===== config.mk =====
export PLATFORM = sky130hd
export DESIGN_NAME = vic_ctrl
export DESIGN_NICKNAME = d
export VERILOG_FILES = /design/src/pkg/vic_pkg.sv /design/src/pkg/vic_sel_if.sv /design/src/hw/vic_ctrl.sv /design/src/hw/vic_select.sv
export SDC_FILE = /design/constraint.sdc
export NUM_CORES = 1
export LEC_CHECK = 0
export ABC_AREA = 1
export BUFFER_PORTS_ARGS = -buffer_cell sky130_fd_sc_hd__buf_2
export CAP_MARGIN = 5
export CORE_ASPECT_RATIO = 1.1
export CORE_UTILIZATION = 52
export CTS_CLUSTER_SIZE = 20
export DETAILED_ROUTE_END_ITERATION = 12
export PLACE_DENSITY = 0.88
export SKIP_CTS_REPAIR_TIMING = 1
export SLEW_MARGIN = 20
export SYNTH_ARGS = -nofsm -noshare
export SYNTH_HDL_FRONTEND = slang
export SYNTH_SLANG_ARGS = --single-unit

===== constraint.sdc =====
create_clock -name clk_sys -period 2.5 [get_ports clk_sys]
set_input_delay 0.125 -clock clk_sys [delete_from_list [all_inputs] [get_ports clk_sys]]
set_output_delay 0.125 -clock clk_sys [all_outputs]
set_load 0.02 [all_outputs]

===== src/pkg/vic_pkg.sv =====
// constants and types shared by the vectored interrupt controller
package vic_pkg;
   // register byte addresses and reset values
   localparam logic [7:0]  MASK_ADDR     = 8'h00;
   localparam logic [7:0]  STATUS_ADDR   = 8'h04;
   localparam logic [15:0] MASK_RESET    = 16'h0000;
   localparam logic [15:0] STATUS_RESET  = 16'h0000;
   // bit positions of the sources
   localparam int BIT_SER_IN   = 0;
   localparam int BIT_SER_OUT  = 1;
   localparam int BIT_PAR_OUT  = 2;
   localparam int BIT_PAR_IN   = 3;
   localparam int BIT_EXT0     = 4;
   localparam int BIT_EXT1     = 5;
   localparam int BIT_TIMER    = 8;
   localparam int BIT_SER2_IN  = 9;
   localparam int BIT_SER2_OUT = 10;
   localparam int BIT_CP_RDY   = 12;
   localparam int BIT_CP_OVF   = 13;
   localparam int BIT_DEBUG    = 15;
   // implemented bits per variant
   localparam logic [15:0] BASE_BITS   = 16'h873f;
   localparam logic [15:0] COPROC_BITS = 16'hb73f;
   // status bits cleared by writing one
   localparam logic [15:0] W1C_BITS    = 16'h0130;
   // status bits cleared by the return instruction
   localparam logic [15:0] RET_BITS    = 16'h0130;
   // service codes
   localparam logic [3:0] CODE_NONE     = 4'h0;
   localparam logic [3:0] CODE_CP_RDY   = 4'h1;
   localparam logic [3:0] CODE_EXT0     = 4'h2;
   localparam logic [3:0] CODE_CP_OVF   = 4'h2;
   localparam logic [3:0] CODE_SER_IN   = 4'h3;
   localparam logic [3:0] CODE_SER_OUT  = 4'h4;
   localparam logic [3:0] CODE_PAR_IN   = 4'h5;
   localparam logic [3:0] CODE_PAR_OUT  = 4'h6;
   localparam logic [3:0] CODE_DEBUG    = 4'h8;
   localparam logic [3:0] CODE_EXT1     = 4'h9;
   localparam logic [3:0] CODE_TIMER    = 4'hc;
   localparam logic [3:0] CODE_SER2_IN  = 4'hd;
   localparam logic [3:0] CODE_SER2_OUT = 4'he;
   // sequencer states
   typedef enum logic [1:0] {VIC_IDLE, VIC_ACCEPT, VIC_SERVICE} vic_state_t;
endpackage


===== src/pkg/vic_sel_if.sv =====
// carrier between the controller and its priority selector
`timescale 1ns/10ps
`default_nettype none
interface vic_sel_if;
   logic [15:0] pending;
   logic        any;
   logic [3:0]  idx;
   logic [3:0]  code;
   modport ctrl (output pending, input any, input idx, input code);
   modport sel  (input pending, output any, output idx, output code);
endinterface
`default_nettype wire


===== src/hw/vic_ctrl.sv =====
// vectored interrupt controller with mask, status and AHB-Lite access
//
// Behaviour
// service only at instruction boundaries
// highest-priority enabled pending request first
// no interrupt taken during any service
// branches and cache loops defer interrupts
// pointer post-decrement instructions defer interrupts
// mask bit one enables, zero masks
// masked requests still latch, fire later
// status shows all recognized sources
// parallel data read/write clears its flags
// serial data read/write clears its flags
// debug data read clears debug flag
// return clears timer and pin status
// write one clears bits 8-4
// base layout of mask and status
// coprocessor variant bit layout
// pins latched at clock output fall
// mask change effective at next fetch
// one more instruction before service
// simultaneous requests served in priority turn
// code and ack mark active service
// requester holds until next ack rise
// requester withdraws when service starts
// code zero and ack low when idle
// legacy plus mask enable acts as mask
// pins pass two-stage synchroniser
//
// Added by the designer: the register offsets and the AHB-Lite interface to the registers.
`timescale 1ns/10ps
`default_nettype none
module vic_ctrl
#(
   parameter bit COPROC_VARIANT = 1'b0
)
(
   input  wire logic        clk_sys,
   input  wire logic        reset_n,
   // AHB-Lite slave
   input  wire logic        hsel,
   input  wire logic [31:0] haddr,
   input  wire logic [1:0]  htrans,
   input  wire logic        hwrite,
   input  wire logic [2:0]  hsize,
   input  wire logic [31:0] hwdata,
   input  wire logic        hready,
   output logic             hreadyout,
   output logic             hresp,
   output logic [31:0]      hrdata,
   // core sequencing
   input  wire logic        instr_end,
   input  wire logic        instr_is_branch,
   input  wire logic        instr_is_cache_loop,
   input  wire logic        instr_postdec,
   input  wire logic        trap_active,
   input  wire logic        irq_return,
   input  wire logic        clock_output,
   // request sources
   input  wire logic [1:0]  ext_irq_pin,
   input  wire logic        serial_input_full,
   input  wire logic        serial_output_empty,
   input  wire logic        serial2_input_full,
   input  wire logic        serial2_output_empty,
   input  wire logic        parallel_input_irq,
   input  wire logic        parallel_output_irq,
   input  wire logic        timer_irq,
   input  wire logic        debug_port_irq,
   input  wire logic        coproc_ready_irq,
   input  wire logic        coproc_overflow_irq,
   // data register accesses that clear flags
   input  wire logic        par_data_rd,
   input  wire logic        par_data_wr,
   input  wire logic        ser_data_rd,
   input  wire logic        ser_data_wr,
   input  wire logic        ser2_data_rd,
   input  wire logic        ser2_data_wr,
   input  wire logic        debug_data_rd,
   // service indication
   output logic [3:0]       service_code_out,
   output logic             service_active_out
);
   // implemented bits of this variant
   localparam logic [15:0] IMPL = COPROC_VARIANT ? vic_pkg::COPROC_BITS
                                                 : vic_pkg::BASE_BITS;

   typedef struct packed {
      vic_pkg::vic_state_t fsm;
      logic [15:0]         mask;
      logic [15:0]         mask_eff;
      logic [15:0]         status;
      logic [1:0]          ext_meta;
      logic [1:0]          ext_sync;
      logic                cko_prev;
      logic [3:0]          svc_idx;
      logic [3:0]          code;
      logic                ack;
      logic                dp_valid;
      logic                dp_write;
      logic [7:0]          dp_addr;
      logic [31:0]         rdata;
   } vic_regs_t;

   vic_regs_t  st_r;
   vic_regs_t  st_nxt;
   vic_sel_if  sel ();

   vic_select u_select
   (
      .s (sel.sel)
   );

   // =========================================================
   // helpers
   // =========================================================
   function automatic logic [15:0] onehot(input logic [3:0] i);
      return 16'h0001 << i;
   endfunction

   function automatic logic addr_hit(input logic [7:0] a,
                                     input logic [7:0] r);
      return a == r;
   endfunction

   logic        addr_phase;
   logic [15:0] set_ev;
   logic [15:0] clr_ev;
   logic [15:0] w1c;
   logic        cko_fall;
   logic        boundary_ok;

   // =========================================================
   // request and clear events
   // =========================================================
   always_comb
   begin
      addr_phase = hsel & htrans[1] & hready;
      cko_fall   = st_r.cko_prev & ~clock_output;
      set_ev     = 16'h0000;
      set_ev[vic_pkg::BIT_SER_IN]   = serial_input_full;
      set_ev[vic_pkg::BIT_SER_OUT]  = serial_output_empty;
      set_ev[vic_pkg::BIT_PAR_OUT]  = parallel_output_irq;
      set_ev[vic_pkg::BIT_PAR_IN]   = parallel_input_irq;
      set_ev[vic_pkg::BIT_TIMER]    = timer_irq;
      set_ev[vic_pkg::BIT_SER2_IN]  = serial2_input_full;
      set_ev[vic_pkg::BIT_SER2_OUT] = serial2_output_empty;
      set_ev[vic_pkg::BIT_CP_RDY]   = coproc_ready_irq;
      set_ev[vic_pkg::BIT_CP_OVF]   = coproc_overflow_irq;
      set_ev[vic_pkg::BIT_DEBUG]    = debug_port_irq;
      // pins sampled only at the clock output falling edge
      set_ev[vic_pkg::BIT_EXT0] = st_r.ext_sync[0] & cko_fall;
      set_ev[vic_pkg::BIT_EXT1] = st_r.ext_sync[1] & cko_fall;
      // in-service return-cleared source cannot relatch until the return ends service
      if (st_r.fsm == vic_pkg::VIC_SERVICE)
      begin
         set_ev = set_ev & ~(onehot(st_r.svc_idx) & vic_pkg::RET_BITS);
      end
      set_ev = set_ev & IMPL;

      clr_ev = 16'h0000;
      clr_ev[vic_pkg::BIT_PAR_IN]   = par_data_rd;
      clr_ev[vic_pkg::BIT_PAR_OUT]  = par_data_wr;
      clr_ev[vic_pkg::BIT_SER_IN]   = ser_data_rd;
      clr_ev[vic_pkg::BIT_SER_OUT]  = ser_data_wr;
      clr_ev[vic_pkg::BIT_SER2_IN]  = ser2_data_rd;
      clr_ev[vic_pkg::BIT_SER2_OUT] = ser2_data_wr;
      clr_ev[vic_pkg::BIT_DEBUG]    = debug_data_rd;

      w1c = 16'h0000;
      if (st_r.dp_valid && st_r.dp_write &&
          addr_hit(st_r.dp_addr, vic_pkg::STATUS_ADDR))
      begin
         w1c = hwdata[15:0] & vic_pkg::W1C_BITS;
      end
      clr_ev = clr_ev | w1c;
      if (st_r.fsm == vic_pkg::VIC_SERVICE && irq_return)
      begin
         clr_ev = clr_ev | (onehot(st_r.svc_idx) & vic_pkg::RET_BITS);
      end
   end

   // legacy enables never reach here, so mask alone decides the vector
   assign sel.pending = st_r.status & st_r.mask_eff & IMPL;

   // an instruction just ended and may be interrupted
   always_comb
   begin
      boundary_ok = instr_end;
      if (instr_is_branch || instr_is_cache_loop)
      begin
         boundary_ok = 1'b0;
      end
      if (instr_postdec)
      begin
         boundary_ok = 1'b0;
      end
      if (trap_active)
      begin
         boundary_ok = 1'b0;
      end
   end

   // =========================================================
   // next state
   // =========================================================
   always_comb
   begin
      st_nxt = st_r;

      // pin synchroniser
      st_nxt.ext_meta = ext_irq_pin;
      st_nxt.ext_sync = st_r.ext_meta;
      st_nxt.cko_prev = clock_output;

      // set wins over clear; masked requests still recognized
      st_nxt.status = ((st_r.status & ~clr_ev) | set_ev) & IMPL;

      // mask applied from the next instruction fetch onward
      if (instr_end)
      begin
         st_nxt.mask_eff = st_r.mask;
      end

      // AHB-Lite address phase capture
      st_nxt.dp_valid = addr_phase;
      st_nxt.dp_write = hwrite;
      st_nxt.dp_addr  = haddr[7:0];
      if (addr_phase && !hwrite)
      begin
         if (addr_hit(haddr[7:0], vic_pkg::MASK_ADDR))
         begin
            st_nxt.rdata = {16'h0000, st_r.mask};
         end
         else if (addr_hit(haddr[7:0], vic_pkg::STATUS_ADDR))
         begin
            st_nxt.rdata = {16'h0000, st_r.status};
         end
         else
         begin
            st_nxt.rdata = 32'h0000_0000;
         end
      end
      if (st_r.dp_valid && st_r.dp_write &&
          addr_hit(st_r.dp_addr, vic_pkg::MASK_ADDR))
      begin
         st_nxt.mask = hwdata[15:0] & IMPL;
      end

      // service sequencing
      unique case (st_r.fsm)
         vic_pkg::VIC_IDLE:
         begin
            st_nxt.code = vic_pkg::CODE_NONE;
            st_nxt.ack  = 1'b0;
            if (boundary_ok && sel.any)
            begin
               st_nxt.svc_idx = sel.idx;
               st_nxt.fsm     = vic_pkg::VIC_ACCEPT;
            end
         end
         vic_pkg::VIC_ACCEPT:
         begin
            // one more instruction runs before the routine
            if (instr_end)
            begin
               st_nxt.fsm  = vic_pkg::VIC_SERVICE;
               st_nxt.code = sel.code;
               st_nxt.ack  = 1'b1;
               if (sel.any)
               begin
                  st_nxt.svc_idx = sel.idx;
               end
               else
               begin
                  st_nxt.fsm = vic_pkg::VIC_IDLE;
                  st_nxt.ack = 1'b0;
               end
            end
         end
         vic_pkg::VIC_SERVICE:
         begin
            // held for the whole routine, no nesting
            if (irq_return)
            begin
               st_nxt.fsm  = vic_pkg::VIC_IDLE;
               st_nxt.code = vic_pkg::CODE_NONE;
               st_nxt.ack  = 1'b0;
            end
         end
      endcase
   end

   // =========================================================
   // state register
   // =========================================================
   always_ff @(posedge clk_sys or negedge reset_n)
   begin
      if (!reset_n)
      begin
         st_r          <= '0;
         st_r.fsm      <= vic_pkg::VIC_IDLE;
         st_r.mask     <= vic_pkg::MASK_RESET;
         st_r.mask_eff <= vic_pkg::MASK_RESET;
         st_r.status   <= vic_pkg::STATUS_RESET;
         st_r.code     <= vic_pkg::CODE_NONE;
      end
      else
      begin
         st_r <= st_nxt;
      end
   end

   // =========================================================
   // outputs
   // =========================================================
   always_ff @(posedge clk_sys or negedge reset_n)
   begin
      if (!reset_n)
      begin
         hreadyout <= 1'b0;
         hresp     <= 1'b0;
      end
      else
      begin
         hreadyout <= 1'b1;
         hresp     <= 1'b0;
      end
   end

   assign hrdata             = st_r.rdata;
   assign service_code_out   = st_r.code;
   assign service_active_out = st_r.ack;
endmodule
`default_nettype wire


===== src/hw/vic_select.sv =====
// fixed-priority selector of the pending vectored interrupt
`timescale 1ns/10ps
`default_nettype none
module vic_select
(
   vic_sel_if.sel s
);
   // lowest priority first; later hits override earlier ones
   localparam int N = 12;
   localparam int ORDER [N] = '{vic_pkg::BIT_EXT0, vic_pkg::BIT_DEBUG,
      vic_pkg::BIT_EXT1, vic_pkg::BIT_TIMER, vic_pkg::BIT_SER2_IN,
      vic_pkg::BIT_SER2_OUT, vic_pkg::BIT_CP_RDY, vic_pkg::BIT_CP_OVF,
      vic_pkg::BIT_SER_IN, vic_pkg::BIT_SER_OUT, vic_pkg::BIT_PAR_IN,
      vic_pkg::BIT_PAR_OUT};

   function automatic logic [3:0] code_of(input int b);
      logic [3:0] c;
      c = vic_pkg::CODE_NONE;
      unique case (b)
         vic_pkg::BIT_EXT0:     c = vic_pkg::CODE_EXT0;
         vic_pkg::BIT_DEBUG:    c = vic_pkg::CODE_DEBUG;
         vic_pkg::BIT_EXT1:     c = vic_pkg::CODE_EXT1;
         vic_pkg::BIT_TIMER:    c = vic_pkg::CODE_TIMER;
         vic_pkg::BIT_SER2_IN:  c = vic_pkg::CODE_SER2_IN;
         vic_pkg::BIT_SER2_OUT: c = vic_pkg::CODE_SER2_OUT;
         vic_pkg::BIT_CP_RDY:   c = vic_pkg::CODE_CP_RDY;
         vic_pkg::BIT_CP_OVF:   c = vic_pkg::CODE_CP_OVF;
         vic_pkg::BIT_SER_IN:   c = vic_pkg::CODE_SER_IN;
         vic_pkg::BIT_SER_OUT:  c = vic_pkg::CODE_SER_OUT;
         vic_pkg::BIT_PAR_IN:   c = vic_pkg::CODE_PAR_IN;
         vic_pkg::BIT_PAR_OUT:  c = vic_pkg::CODE_PAR_OUT;
         default:               c = vic_pkg::CODE_NONE;
      endcase
      return c;
   endfunction

   always_comb
   begin
      s.any  = 1'b0;
      s.idx  = 4'h0;
      s.code = vic_pkg::CODE_NONE;
      for (int i = 0; i < N; i++)
      begin
         if (s.pending[ORDER[i]])
         begin
            s.any  = 1'b1;
            s.idx  = 4'(ORDER[i]);
            s.code = code_of(ORDER[i]);
         end
      end
   end
endmodule
`default_nettype wire


=== Word level (Yosys, flattened, before mapping) ===
Cells that the tools add are included.

* Input bits: 100
* Logic and storage cells: 103
* Bits in registers: 89
* Output and inout port bits: 39

* Reductions and logical operators: 15
* Bitwise gates (word level): 14
* Mux-type cells: 50
* Shifts and indexed selects: 1
* Eq/ne operators: 8

{| class="wikitable"
|+ Operator list
! cell !! count
|-
| $mux W4 || 20
|-
| $mux W16 || 4
|-
| $and A16 B16 Y16 || 3
|-
| $or A16 B9 Y16 || 2
|-
| $mux W9 || 2
|-
| $eq A8 B3 Y1 const B || 2
|-
| $logic_not A8 Y1 || 2
|-
| $not A16 Y16 || 1
|-
| $not A9 Y16 || 1
|-
| $or A16 B16 Y16 || 1
|-
| $pmux W5 S3 || 1
|-
| $mux W1 || 14
|-
| $mux W2 || 5
|-
| $shl A1 B4 Y9 const A || 1
|-
| $ne A2 B2 Y1 const B || 4
|-
| $pmux W4 S2 || 1
|-
| $logic_and A1 B1 Y1 || 6
|-
| $pmux W2 S3 || 1
|-
| $and A1 B1 Y1 || 5
|-
| $mux W5 || 1
|-
| $reduce_and A4 Y1 || 1
|-
| $mux W3 || 1
|-
| $reduce_and A3 Y1 || 1
|-
| $eq A2 B1 Y1 const B || 1
|-
| other kinds (7) || 7
|}

=== Logic depth before layout (Yosys ltp) ===
* Depth after elaboration: 14
* Gate-level depth with buffers: 10
* Depth with buffers taken out: 10

=== Hierarchy ===
A second synthesis with hierarchy kept.

* Cells, all modules: 436
* Area, all modules: 3438.3 sq um

{| class="wikitable"
|+ Modules (own cells, without submodules)
! module !! area an instance (sq um) !! cells each !! seq. area each (sq um) !! instances
|-
| vic_ctrl || 3175.5 || 382 || 1676.6 || 1
|-
| vic_select || 262.8 || 54 || 0.0 || 1
|}

=== Worst setup path before layout ===
OpenSTA, ideal clock, no wires.

* Kind: register to register
* Start point: reg st_r[104] (netlist name)
* End point: reg st_r (netlist bit service_code_out[3])
* Required time: 2.376 ns
* Path buffers: 0
* Setup time: 0.124 ns
* Period minus slack after synthesis: 1.407 ns
* Cell stages (with the launch flop): 11
* Path slack: 1.093 ns
* Arrival time: 1.283 ns
* Cells stage by stage: dfrtp_1 -> inv_1 -> ha_1 -> inv_1 -> or2_1 -> nand2_4 -> inv_2 -> nand2_2 -> inv_2 -> o211ai_1 -> nand2_1

* Cells in the longest elaborated chain, start to end: 3
* Elaborated cells on any way between the ends: 7
* Those cells by class: eq/ne (4); mux (1); reduce/logical (2)

{| class="wikitable"
|+ Ends and longest elaborated chain
! element !! line !! source
|-
| start: declaration || vic_ctrl.sv:104 || <nowiki>vic_regs_t st_r;</nowiki>
|-
| start signal: assignment || vic_ctrl.sv:309 || <nowiki>st_r <= st_nxt;</nowiki>
|-
| $eq A2 B2 Y1 or $eq A2 B1 Y1 (tied branches) || vic_ctrl.sv:250 || <nowiki>unique case (st_r.fsm)</nowiki>
|-
| $ne A2 B2 Y1 (no line) || n/a ||
|-
| $reduce_and A2 Y1 (no line) || n/a ||
|}

Parallel ways exist; a longest one is shown, timed or not.
A chain may end at the register's enable or synchronous reset.

=== Worst setup path in the final report ===
* Start point: reg st_r[37] (netlist name)
* End point: reg st_r[103] (netlist name)

* Cells in the longest elaborated chain, start to end: 2

{| class="wikitable"
|+ Ends and longest elaborated chain
! element !! line !! source
|-
| $logic_not A8 Y1 || vic_ctrl.sv:122 || <nowiki>return a == r;</nowiki>
|-
| $logic_and A1 B1 Y1 || vic_ctrl.sv:243 || <nowiki>if (st_r.dp_valid && st_r.dp_write &&</nowiki>
|}

Every way passes these cells.

==> results.cfg <==
[status]
status = finished clean

[drt]
met2WireLength_um = 3800
antenna_left = 0
wl_met1_um = 2890
via_per_inst = 4.92
highest_layer = met4
wire_per_inst_um = 13.4
drc = 0
wl_met3_um = 465
firstDrtPassIters = 6
drt_wl_total_um = 7230
drt_iter0_markers = 246
vias = 2656

[layout]
fin_nets = 558
layout_commonest_cell = nand2_1
layout_common_cells = nand2_1 (88), dfrtp_1 (67), buf_2 (63)
antenna_cells = 0
design_area_um2 = 4080
syn_to_final_growth_pct = 21.3
drive_above_1_share_pct = 26.3

[setup_path]
path_class = reg -> reg
crit_chain = nor2_1, nand2_1, nor3_2, nand3b_1, nand2_1, o21ai_1
cp.required_ps = 2710
cp.arrival_ps = 1920
critPathLaunchType = flop
crit_fanout = 20
endpoint_kind = flop
crit_family = simple AND/OR/NAND/NOR gates
cp_slowest_stage_delay_ps = 570
path_common_cell = nand2_1
cp_slowest_cell = nand3b_1
critPathBufInv = 0

[clocking]
cts_num_sinks = 67
cts_tree = yes
cts_made_buffers = 9
cts_root_buf = clkbuf_8
htree_levels = 3
clk_pin_slew_ps = 70
insertion_delay_ps = 350
clk_path_buf_depth = 2

[die]
start_util_pct = 54.3
core_um2 = 6190
pin_count = 139
num_rows = 30
die_x_um = 78.7
die_h_um = 86.3
dieArea_um2 = 6790

[timing]
worst_hold_slack_ps = 5.02
post-route-min-period_ps = 1710
hold_violations = 0
fmax_mhz = 583
tightestPinTransition_ps = 791
drv_slew = 0
max_slew_margin_pct = 47.1
finalSetupTns_ps = 0
setup_viol = 0
timing.final.crit_share_pct = 68.6
rsz0062_at_grt = no
skew_ps = 6.27

[global_route]
grt_max_degree = 31
grt_pass1_vias = 2468
grt_pass1_wl_um = 11100
grt_usage_pct = 21.7
grt_overflow = 0
antenna_found_initial = 0

[power]
power_density_nw_per_um2 = 779
pwr-share-comb_pct = 26.6
p_int_w = 0.00211
seqPwrFrac_pct = 41.3
sw_frac_of_total_pct = 33.5
power.net_switching_w = 0.00107
vdd_drop_max_uv = 473
p_total_w = 0.00318
p_leak_nw = 2.10
pwr-share-clk_pct = 32.1

[yosys]
ys_types = 39
ys_ff_latch = 67
async_reset_ff_share_pct = 100
synth_flop_cell = dfrtp_1
ys_warn_count = 0
ys_seq_area_share_pct = 49.9
synth_edf_count = 0
synth.avg_cell_area_um2 = 9.02
netlist_area_um2 = 3360
syn_inst = 373

[placement]
globalplace.congestion = 0.824
placed_area_um2 = 3580
place_hpwl_um = 4790
numPortBuffers = 63

[hold_path]
min_path_type = in -> reg

[run]
cap_violations = 0
[worst paths after layout]
path	startpoint	endpoint	cells after the start	slack (ps)
worst max-delay path	st_r[37]	st_r[103]	6	790
worst min-delay path	hwdata[0]	st_r[88]	3	5
worst max register to register	st_r[37]	st_r[103]	6	790
worst min register to register	st_nxt[53]	st_r[53]	0	350
max in group asynchronous	reset_n	st_r[37]	3	1420
min in group asynchronous	reset_n	st_r[58]	2	350
[Yosys cell counts (3+ instances only)]
cell,count,area share (%)
nand2_1,88,9.8
dfrtp_1,67,50
buf_4,37,8.3
inv_1,35,3.9
nor2_1,22,2.5
o21ai_1,16,2.4
nand3_1,15,2.2
nand2_2,11,2.0
nand2_4,11,3.7
a31oi_1,10,1.9
o21bai_1,7,1.6
inv_2,6,0.67
o21ai_0,5,0.74
nand4_1,4,0.74
buf_2,3,0.45
clkbuf_1,3,0.33
ha_1,3,1.1
nor3_1,3,0.45
[flip-flops by register name, indices dropped and copies added, names as in the netlist]
| name | count |
|---|---|
| service_code_out | 4 |
| st_r | 49 |
| service_active_out | 1 |
| hreadyout | 1 |
| hrdata | 10 |
| st_nxt | 2 |
[worst reg2reg max path, stage by stage (launching register included)]
cell	delay, ps
dfrtp_1	360
nor2_1	100
nand2_1	80
nor3_2	140
nand3b_1	570
nand2_1	240
o21ai_1	90
[stage by stage]
| step | utilization, % | instances | worst slack, ps |
|---|---|---|---|
| 6_report | 65.9 | 540 | 785 |
| 4_1_cts | 61.5 | 513 | 792 |
| 3_3_place_gp | 57.9 | 497 | 914 |
| 2_1_floorplan | - | 395 | 1090 |
| 5_1_grt | 65.9 | 540 | 557 |
| 3_5_place_dp | 57.9 | 497 | 809 |
[logic make-up (layout without fill, tap and decap cells)]
group                      Yosys count  after routing  synth area share, %
DFF                                 67             67                 49.9
buffers and inverters               86            151                 13.9
and+or+nand+nor                    167            167                 26.2
other                                2             24                0.223
AOI/OAI and AO/OA                   48             48                 8.71
adders and majority gates            3              3                 1.12
[cell type report]
type | instances | area, um2
timing repair buffer | 93 | 608
sequential | 67 | 1680
multi-input combinational | 242 | 1310
clock buffer | 10 | 138
clock inverter | 6 | 88.8
inverter | 42 | 158
fill | 474 | 2110
tap | 80 | 100
[power by group through the flow]
stage	clock network (W)	logic, W	registers, W
floorplan	0	0.000688	0.00132
global placement	0	0.000766	0.00132
detailed placement	0	0.000808	0.00133
CTS	0.00103	0.000812	0.00131
global route	0.00108	0.000941	0.00133
finish	0.00102	0.000846	0.00131
[per-layer routing]
layer / vias up / track usage (%)
met3: 6 / 4.95
li1: 1281 / -
met5: - / 0
met1: 1269 / 27.2
met4: 0 / 8.42
met2: 100 / 36.4
No activity file was read; power rests on OpenSTA's default activity.
